$ cat src/include/nonvolatile_byte_store_pkg.sv
// Constants, register map and types of the non-volatile byte store
// ----------------------------------------------------------------------------
// ----------------------------------------------------------------------------
package nonvolatile_byte_store_pkg;

   // ----------------------------------------------------------------------
   // Geometry
   // ----------------------------------------------------------------------
   localparam int STORE_DEPTH = 64;
   localparam logic [7:0] MAINT_PERIOD = 8'd200;

   // ----------------------------------------------------------------------
   // Timing: figures in ns, counts in ref_clk cycles at 4 ns
   // ----------------------------------------------------------------------
   localparam int CLK_PERIOD_NS = 4;
   localparam int WRITE_TIME_NS = 136000;
   localparam int MAINT_TIME_NS = 58000000;
   localparam int ILL_WRITE_TIME_NS = 7000;
   localparam int READ_TIME_NS = 71000;
   localparam int ILL_READ_TIME_NS = 6000;
   localparam int WRITE_CYCLES = WRITE_TIME_NS / CLK_PERIOD_NS;
   localparam int MAINT_CYCLES = MAINT_TIME_NS / CLK_PERIOD_NS;
   localparam int READ_CYCLES = READ_TIME_NS / CLK_PERIOD_NS;
   localparam logic [31:0] ILL_WRITE_CYCLES = 32'(ILL_WRITE_TIME_NS / CLK_PERIOD_NS);
   localparam logic [31:0] ILL_READ_CYCLES = 32'(ILL_READ_TIME_NS / CLK_PERIOD_NS);

   // ----------------------------------------------------------------------
   // Register byte addresses
   // ----------------------------------------------------------------------
   localparam logic [7:0] REG_CTRL = 8'h00;
   localparam logic [7:0] REG_ADDR = 8'h04;
   localparam logic [7:0] REG_WDATA = 8'h08;
   localparam logic [7:0] REG_STATUS = 8'h0C;
   localparam logic [7:0] REG_RESULT0 = 8'h10;
   localparam logic [7:0] REG_RESULT1 = 8'h14;
   localparam logic [7:0] REG_RATIO = 8'h18;
   localparam logic [7:0] REG_WCOUNT = 8'h1C;
   localparam logic [7:0] REG_FAULT = 8'h20;

   // ----------------------------------------------------------------------
   // Field positions and reset values
   // ----------------------------------------------------------------------
   localparam int CTRL_WRITE_BIT = 0;
   localparam int CTRL_READ_BIT = 1;
   localparam int STATUS_BUSY_BIT = 0;
   localparam int STATUS_DONE_BIT = 1;
   localparam int WE_BIT = 0;
   localparam int ILLEGAL_ADDR_BIT = 1;
   localparam int FLASH_ERR_BIT = 2;
   localparam int DATA_ERR_BIT = 4;
   localparam int FAULT_VERIFY_BIT = 0;
   localparam int FAULT_FLASH_BIT = 1;
   localparam logic [15:0] RATIO_RESET = 16'h0001;
   localparam logic [7:0] ILLEGAL_READ_DATA = 8'hFF;

   // Operation sequencer
   typedef enum logic [0:0] {ST_IDLE, ST_BUSY} op_state_t;

endpackage

$ cat src/verilog/nonvolatile_byte_store.sv
// Non-volatile byte store: APB register front end, sequencer and byte array
//
// The address map and the APB slave port were decided locally.
`timescale 1ns/1ns
module nonvolatile_byte_store #(
   parameter int unsigned WRITE_CYCLES = nonvolatile_byte_store_pkg::WRITE_CYCLES,
   parameter int unsigned MAINT_CYCLES = nonvolatile_byte_store_pkg::MAINT_CYCLES,
   parameter int unsigned READ_CYCLES = nonvolatile_byte_store_pkg::READ_CYCLES,
   parameter int unsigned STORE_SIZE = nonvolatile_byte_store_pkg::STORE_DEPTH
) (
   // Clock and reset
   input wire logic ref_clk,
   input wire logic reset,
   // APB slave
   input wire logic psel,
   input wire logic penable,
   input wire logic pwrite,
   input wire logic [7:0] paddr,
   input wire logic [31:0] pwdata,
   output logic [31:0] prdata,
   output logic pready,
   output logic pslverr,
   // Operation in progress
   output logic busy
);

   // ----------------------------------------------------------------------
   // State record
   // ----------------------------------------------------------------------
   typedef struct packed {
      nonvolatile_byte_store_pkg::op_state_t state;       // Sequencer state
      logic op_write;                   // Operation kind in flight
      logic [7:0] req_addr;             // Location address as written
      logic [7:0] req_data;             // Data byte as written
      logic [7:0] addr;                 // Address captured at start
      logic [7:0] wdata;                // Data captured at start
      logic [15:0] ratio;               // Ref cycles per system clock tick
      logic [15:0] div_cnt;             // Tick divider
      logic [31:0] timer;               // Ticks left in operation
      logic [7:0] result0;              // First working register image
      logic [7:0] result1;              // Second working register image
      logic done;                       // Sticky flag, set once the duration loads in the first busy cycle
      logic [31:0] wcount;              // Writes without address or flash error since reset
      logic [7:0] maint_cnt;            // Writes since last maintenance
      logic [1:0] fault;                // Fault injection controls
      logic [31:0] prdata;              // Read data for access phase
      logic pslverr;                    // Error for access phase
      logic [63:0][7:0] latest;         // Most recent byte per location
      logic [63:0][7:0] good;           // Most recent verified byte
      logic [63:0] corrupt;             // Latest copy failed verify
   } store_state_t;

   store_state_t cur;
   store_state_t next_cur;

   // Bus phase decodes
   logic setup_phase;
   logic access_write;
   logic tick;
   logic addr_legal;
   logic flash_bad;
   logic [5:0] idx;

   assign setup_phase = psel & ~penable;
   assign access_write = psel & penable & pwrite;
   // Zero wait states: data was latched in the setup cycle
   assign pready = 1'b1;
   assign prdata = cur.prdata;
   assign pslverr = cur.pslverr;
   assign busy = (cur.state == nonvolatile_byte_store_pkg::ST_BUSY);

   // ----------------------------------------------------------------------
   // Derived conditions
   // ----------------------------------------------------------------------
   // Timing runs on a divided tick so a slower system clock stretches it
   assign tick = (cur.ratio <= 16'h0001) || (cur.div_cnt == cur.ratio - 16'h0001);
   // Bytes beyond the configured size are illegal
   assign addr_legal = (32'(cur.addr) < STORE_SIZE);
   // An unset clock ratio leaves flash timing unsafe, so it counts as a fault
   assign flash_bad = (cur.ratio == 16'h0000) | cur.fault[nonvolatile_byte_store_pkg::FAULT_FLASH_BIT];
   assign idx = cur.addr[5:0];

   // ----------------------------------------------------------------------
   // Next-state logic
   // ----------------------------------------------------------------------
   always_comb begin
      next_cur = cur;
      next_cur.pslverr = 1'b0;

      // Tick divider free-runs while an operation is in flight
      if (cur.state == nonvolatile_byte_store_pkg::ST_BUSY && !tick) begin
         next_cur.div_cnt = cur.div_cnt + 16'h0001;
      end else begin
         next_cur.div_cnt = 16'h0000;
      end

      // Register reads are captured in the setup cycle
      if (setup_phase && !pwrite) begin
         next_cur.prdata = 32'h0000_0000;
         case (paddr)
            nonvolatile_byte_store_pkg::REG_CTRL: begin
               next_cur.prdata = 32'h0000_0000;
            end
            nonvolatile_byte_store_pkg::REG_ADDR: begin
               next_cur.prdata = {24'h00_0000, cur.req_addr};
            end
            nonvolatile_byte_store_pkg::REG_WDATA: begin
               next_cur.prdata = {24'h00_0000, cur.req_data};
            end
            nonvolatile_byte_store_pkg::REG_STATUS: begin
               next_cur.prdata[nonvolatile_byte_store_pkg::STATUS_BUSY_BIT] = busy;
               next_cur.prdata[nonvolatile_byte_store_pkg::STATUS_DONE_BIT] = cur.done;
            end
            nonvolatile_byte_store_pkg::REG_RESULT0: begin
               next_cur.prdata = {24'h00_0000, cur.result0};
            end
            nonvolatile_byte_store_pkg::REG_RESULT1: begin
               next_cur.prdata = {24'h00_0000, cur.result1};
            end
            nonvolatile_byte_store_pkg::REG_RATIO: begin
               next_cur.prdata = {16'h0000, cur.ratio};
            end
            nonvolatile_byte_store_pkg::REG_WCOUNT: begin
               next_cur.prdata = cur.wcount;
            end
            nonvolatile_byte_store_pkg::REG_FAULT: begin
               next_cur.prdata = {30'h0000_0000, cur.fault};
            end
            default: begin
               next_cur.pslverr = 1'b1;
            end
         endcase
      end

      // Unmapped write addresses also answer with an error
      if (setup_phase && pwrite) begin
         case (paddr)
            nonvolatile_byte_store_pkg::REG_CTRL, nonvolatile_byte_store_pkg::REG_ADDR, nonvolatile_byte_store_pkg::REG_WDATA, nonvolatile_byte_store_pkg::REG_STATUS,
            nonvolatile_byte_store_pkg::REG_RESULT0, nonvolatile_byte_store_pkg::REG_RESULT1, nonvolatile_byte_store_pkg::REG_RATIO, nonvolatile_byte_store_pkg::REG_WCOUNT,
            nonvolatile_byte_store_pkg::REG_FAULT: begin
               next_cur.pslverr = 1'b0;
            end
            default: begin
               next_cur.pslverr = 1'b1;
            end
         endcase
      end

      // Register writes take effect in the access cycle
      if (access_write) begin
         case (paddr)
            nonvolatile_byte_store_pkg::REG_ADDR: begin
               next_cur.req_addr = pwdata[7:0];
            end
            nonvolatile_byte_store_pkg::REG_WDATA: begin
               next_cur.req_data = pwdata[7:0];
            end
            nonvolatile_byte_store_pkg::REG_RATIO: begin
               // Changing timing mid-operation would skew the count
               if (!busy) begin
                  next_cur.ratio = pwdata[15:0];
               end
            end
            nonvolatile_byte_store_pkg::REG_FAULT: begin
               next_cur.fault = pwdata[1:0];
            end
            nonvolatile_byte_store_pkg::REG_CTRL: begin
               // Starts while busy are dropped; the caller polls first
               if (!busy && (pwdata[nonvolatile_byte_store_pkg::CTRL_WRITE_BIT] || pwdata[nonvolatile_byte_store_pkg::CTRL_READ_BIT])) begin
                  next_cur.state = nonvolatile_byte_store_pkg::ST_BUSY;
                  next_cur.done = 1'b0;
                  next_cur.op_write = pwdata[nonvolatile_byte_store_pkg::CTRL_WRITE_BIT]; // Write wins if both set
                  next_cur.addr = cur.req_addr;
                  next_cur.wdata = cur.req_data;
                  next_cur.timer = 32'h0000_0000;
               end
            end
            default: begin
               next_cur.ratio = cur.ratio;
            end
         endcase
      end

      // Operation sequencer
      case (cur.state)
         nonvolatile_byte_store_pkg::ST_IDLE: begin
            next_cur.timer = next_cur.timer;
         end
         nonvolatile_byte_store_pkg::ST_BUSY: begin
            if (cur.timer == 32'h0000_0000 && cur.div_cnt == 16'h0000 && !cur.done) begin
               // First cycle: load the duration for this kind of operation
               if (cur.op_write) begin
                  if (!addr_legal) begin
                     next_cur.timer = nonvolatile_byte_store_pkg::ILL_WRITE_CYCLES;
                  end else if (cur.maint_cnt == nonvolatile_byte_store_pkg::MAINT_PERIOD - 8'h01) begin
                     next_cur.timer = 32'(WRITE_CYCLES + MAINT_CYCLES);
                  end else begin
                     next_cur.timer = 32'(WRITE_CYCLES);
                  end
               end else begin
                  if (!addr_legal) begin
                     next_cur.timer = nonvolatile_byte_store_pkg::ILL_READ_CYCLES;
                  end else begin
                     next_cur.timer = 32'(READ_CYCLES);
                  end
               end
               next_cur.done = 1'b1;
            end else if (tick && cur.timer > 32'h0000_0001) begin
               next_cur.timer = cur.timer - 32'h0000_0001;
            end else if (tick) begin
               // Last tick: all work finishes here, results appear with idle
               next_cur.timer = 32'h0000_0000;
               next_cur.state = nonvolatile_byte_store_pkg::ST_IDLE;
               next_cur.result0 = 8'h00;
               next_cur.result1 = 8'h00;
               if (cur.op_write) begin
                  // Status byte: only defined flag bits, zero on success
                  next_cur.result0[nonvolatile_byte_store_pkg::ILLEGAL_ADDR_BIT] = ~addr_legal;
                  next_cur.result0[nonvolatile_byte_store_pkg::FLASH_ERR_BIT] = flash_bad;
                  if (addr_legal && !flash_bad) begin
                     next_cur.latest[idx] = cur.wdata;
                     next_cur.wcount = cur.wcount + 32'h0000_0001;
                     if (cur.maint_cnt == nonvolatile_byte_store_pkg::MAINT_PERIOD - 8'h01) begin
                        next_cur.maint_cnt = 8'h00;
                     end else begin
                        next_cur.maint_cnt = cur.maint_cnt + 8'h01;
                     end
                     // Read-back check: an injected fault models a bad cell
                     if (cur.fault[nonvolatile_byte_store_pkg::FAULT_VERIFY_BIT]) begin
                        next_cur.corrupt[idx] = 1'b1;
                        next_cur.result0[nonvolatile_byte_store_pkg::WE_BIT] = 1'b1;
                     end else begin
                        next_cur.good[idx] = cur.wdata;
                        next_cur.corrupt[idx] = 1'b0;
                     end
                  end
               end else begin
                  next_cur.result1[nonvolatile_byte_store_pkg::FLASH_ERR_BIT] = flash_bad;
                  if (!addr_legal) begin
                     next_cur.result0 = nonvolatile_byte_store_pkg::ILLEGAL_READ_DATA;
                     next_cur.result1[nonvolatile_byte_store_pkg::ILLEGAL_ADDR_BIT] = 1'b1;
                  end else if (cur.corrupt[idx]) begin
                     next_cur.result0 = cur.good[idx];
                     next_cur.result1[nonvolatile_byte_store_pkg::DATA_ERR_BIT] = 1'b1;
                  end else begin
                     next_cur.result0 = cur.latest[idx];
                  end
               end
            end
         end
         default: begin
            next_cur.state = nonvolatile_byte_store_pkg::ST_IDLE;
         end
      endcase
   end

   // ----------------------------------------------------------------------
   // State register
   // ----------------------------------------------------------------------
   // Results change only at completion, so caller context stays intact
   always_ff @(posedge ref_clk) begin
      if (reset) begin
         cur <= '0;
         cur.state <= nonvolatile_byte_store_pkg::ST_IDLE;
         cur.ratio <= nonvolatile_byte_store_pkg::RATIO_RESET;
      end else begin
         cur <= next_cur;
      end
   end

endmodule

$ cat config.mk
export PLATFORM = sky130hd
export DESIGN_NAME = nonvolatile_byte_store
export DESIGN_NICKNAME = d
export VERILOG_FILES = /design/src/include/nonvolatile_byte_store_pkg.sv /design/src/verilog/nonvolatile_byte_store.sv
export SDC_FILE = /design/constraint.sdc
export NUM_CORES = 2
export LEC_CHECK = 0
export BUFFER_PORTS_ARGS = -buffer_cell sky130_fd_sc_hd__buf_2
export CORE_MARGIN = 2
export CORE_UTILIZATION = 25
export DETAILED_ROUTE_END_ITERATION = 10
export SLEW_MARGIN = 30
export SYNTH_ARGS = -nofsm -noshare
export SYNTH_HDL_FRONTEND = slang
export SYNTH_SLANG_ARGS = --single-unit
$ cat constraint.sdc
create_clock -name ref_clk -period 3.8 [get_ports ref_clk]
set_input_delay 0.19 -clock ref_clk [delete_from_list [all_inputs] [get_ports ref_clk]]
set_output_delay 0.19 -clock ref_clk [all_outputs]
set_load 0.005 [all_outputs]
==> impl_metrics.env <==
export IMPL_hp_start="pwdata[12]"
export IMPL_worst_slew_pin_slew_ns=1.13
export IMPL_synth_seq_area_share=0.443
export IMPL_avgSynthCellArea_um2=9.19
export IMPL_rows=176
export IMPL_start_util=0.251
export IMPL_clk_pin_slew_ns=0.06
export IMPL_worstReg2RegEnd="cur[1136]"
export IMPL_clkSinkCount=1273
export IMPL_skew_ns=0.0359
export IMPL_final_cell_mix="dfxtp_1 (1260), nor2_1 (1228), mux2i_1 (1163), buf_4 (310), nand2_1 (237)"
export IMPL_power_density_mw_per_mm2=406
export IMPL_ir_drop_uv=353
export IMPL_whs_path_depth=4
export IMPL_outcome="complete, no violations"
export IMPL_ys_ff_latch=1273
export IMPL_synthTopCellsByArea="dfxtp_1 (44%), mux2i_1 (20%), nor2_1 (8.0%)"
export IMPL_synthCells=6257
export IMPL_fin_setup_tns_ns=0
export IMPL_period_share=0.972
export IMPL_worst_setup_path_start_kind="register"
export IMPL_overflow=0
export IMPL_port_buffers=62
export IMPL_worst_path_max_fanout=25
export IMPL_grt_pass1_vias=46500
export IMPL_async_flop_share=0
export IMPL_grt_first_pass_wirelength_mm=296
export IMPL_io_pins=80
export IMPL_cap_violations=0
export IMPL_cts_buffers=138
export IMPL_cp_end_kind="register"
export IMPL_hold_violations=0
export IMPL_route_detailed_drc=0
export IMPL_p_leak_nw=31.5
export IMPL_hold_path_class="input pin to register"
export IMPL_clock_path_buffers=3
export IMPL_yosys_warnings=0
export IMPL_synth_top_flop_cell="dfxtp_1"
export IMPL_area_growth_syn_to_layout_pct=19.8
export IMPL_grt_max_degree=216
export IMPL_fin_crit_ns=3.69
export IMPL_r2r_slack_ns=0.11
export IMPL_rsz0062_at_grt="true"
export IMPL_cts_setup_buffers=0
export IMPL_die_y_um=484
export IMPL_die_x_um=484
export IMPL_cts_tree="done"
export IMPL_hold_path_endpoint="cur[1240]"
export IMPL_dr_pass1_iters=8
export IMPL_htreeDepth=4
export IMPL_drtIter0Drc=5106
export IMPL_r2r_cells=9
export IMPL_syn_area_mm2=0.0575
export IMPL_antenna_found_initial=3
export IMPL_syn_num_nets=6314
export IMPL_gp_congestion=0.893
export IMPL_synth_top_cell_area_share=0.443
export IMPL_required_ns=4.50
export IMPL_relSlewSlack=0.244
export IMPL_coreArea_mm2=0.229
export IMPL_clockRootBuffer="clkbuf_16"
export IMPL_track_usage=0.161
export IMPL_wl_mm=196
export IMPL_ant_nets=0
export IMPL_finalNetCount=6320
export IMPL_drv_slew=0
export IMPL_total_power_w=0.0280
export IMPL_setup_viol=0
export IMPL_dr_total_vias=48800
export IMPL_final_common_cell="dfxtp_1"
export IMPL_final_layout_size_suffix_gt1_frac=0.139
export IMPL_viasPerCell=5.19
export IMPL_post_drt_wl_per_cell_um=20.9
export IMPL_yosys_area_top_type="dfxtp_1"
export IMPL_place_hpwl_mm=127
export IMPL_arrival_ns=4.40
export IMPL_clock_latency_ns=0.80
export IMPL_synth_cell_types=82
export IMPL_fmax_ghz=0.271
export IMPL_critPathKind="register to register"
export IMPL_timing_rr_start="cur[1230]"
export IMPL_synth_edf_count=0
export IMPL_dieArea_mm2=0.234
-- power breakdown --
part	internal (W)	switching (W)	leakage, nW	total [W]
combinational	0.0000667	0.000282	18.8	0.000349
sequential	0.0133	0.00000132	10.3	0.0133
clock	0.00853	0.00575	2.38	0.0143
total	0.0219	0.00604	31.5	0.0280
-- kinds of logic after synthesis --
| kind of cell | after synthesis | synth area share |
|---|---|---|
| flip-flops | 1273 | 0.443 |
| XOR/XNOR | 41 | 0.00625 |
| buffers and inverters | 692 | 0.0482 |
| AND/OR/NAND/NOR | 1953 | 0.148 |
| adder cells (fa/ha/maj) | 12 | 0.00261 |
| AO/OA/AOI/OAI | 1019 | 0.121 |
| other | 1 | 0.0000652 |
| multiplexers | 1266 | 0.231 |
-- cells in the mapped netlist, types with 15 or more instances --
| cell | instances |
|---|---|
| a221oi_1 | 76 |
| xor2_1 | 16 |
| o2bb2ai_1 | 16 |
| xnor2_1 | 25 |
| mux2i_1 | 1163 |
| nand2b_1 | 15 |
| o22ai_1 | 15 |
| a22oi_1 | 234 |
| dfxtp_1 | 1273 |
| a222oi_1 | 16 |
| mux4_2 | 40 |
| a21oi_1 | 186 |
| nor3_1 | 44 |
| o21ai_0 | 150 |
| nand2_1 | 237 |
| inv_1 | 45 |
| a31oi_1 | 54 |
| o21ai_1 | 65 |
| buf_2 | 33 |
| buf_4 | 33 |
| and3_1 | 18 |
| nand3_1 | 89 |
| a22o_1 | 53 |
| nor2_1 | 1230 |
| or3_1 | 15 |
| a211oi_1 | 18 |
| mux2_2 | 63 |
| buf_1 | 106 |
| nor4_1 | 158 |
| a41oi_1 | 16 |
| nand4_1 | 53 |
| clkbuf_1 | 472 |
-- what timing repair did --
item,CTS,global route
pin swaps,0,1
resized for setup,2,13
hold buffers,29,0
hold endpoints to repair,139,0
endpoints found under the setup margin,13,383
cloned,0,0
-- routing by layer --
layer,vias to the layer above,share of wire,GRT usage
met5,-,0.000066,0
met4,2,0.040,0.0619
met3,437,0.076,0.0273
met2,2040,0.45,0.256
met1,24000,0.43,0.216
li1,22300,-,-
-- area by class of cell --
type                            instances  area [um^2]
Clock inverter                         50          803
Inverter                               47          176
Antenna cell                            1         2.50
Sequential cell                      1273        25500
Multi-Input combinational cell       4292        29400
Timing Repair Buffer                  511         5130
Tap cell                             3026         3790
Clock buffer                          201         4040
Fill cell                           23600       160000
-- flip-flops by register name, summed over array words and instances (netlist names), named ones only --
name / cells
busy: 1
pslverr: 1
prdata: 32
cur: 1175
-- how the worst max path moves through the flow --
stage | start | to | slack, ns | cells past startpoint
after detailed placement | cur[1229] | cur[1136] | -0.04 | 12
after global placement | cur[1229] | cur[1156] | -0.05 | 12
after floorplan | cur[1231] | cur[1162] | 0.006 | 11
after global routing | cur[1230] | cur[1157] | -0.003 | 9
after CTS | cur[1254] | cur[1179] | 0.004 | 10
final | cur[1230] | cur[1136] | 0.11 | 9
-- stage by stage --
stage | hold slack (ns) | cell area, um^2 | std cells | utilization | setup WS (ns)
CTS | 0.172 | 68800 | 9398 | 0.300 | 0.00366
global route | 0.193 | 68900 | 9401 | 0.301 | -0.00345
detailed placement | 0.443 | 63600 | 9118 | 0.278 | -0.0399
finish | 0.208 | 68900 | 9401 | 0.301 | 0.105
global placement | 0.438 | 63600 | 9118 | 0.278 | -0.0486
floorplan | 0.326 | 57500 | 6257 | - | 0.00551
-- critical path: stages, from the launching register on --
cell,delay (ns)
dfxtp_1,0.31
or4_4,0.54
or4_4,0.50
xnor2_1,0.14
or4_4,0.44
or4_4,0.54
a211o_1,0.31
buf_12,0.17
or4_1,0.53
a21oi_2,0.15
(Power assumes the default switching activity.)
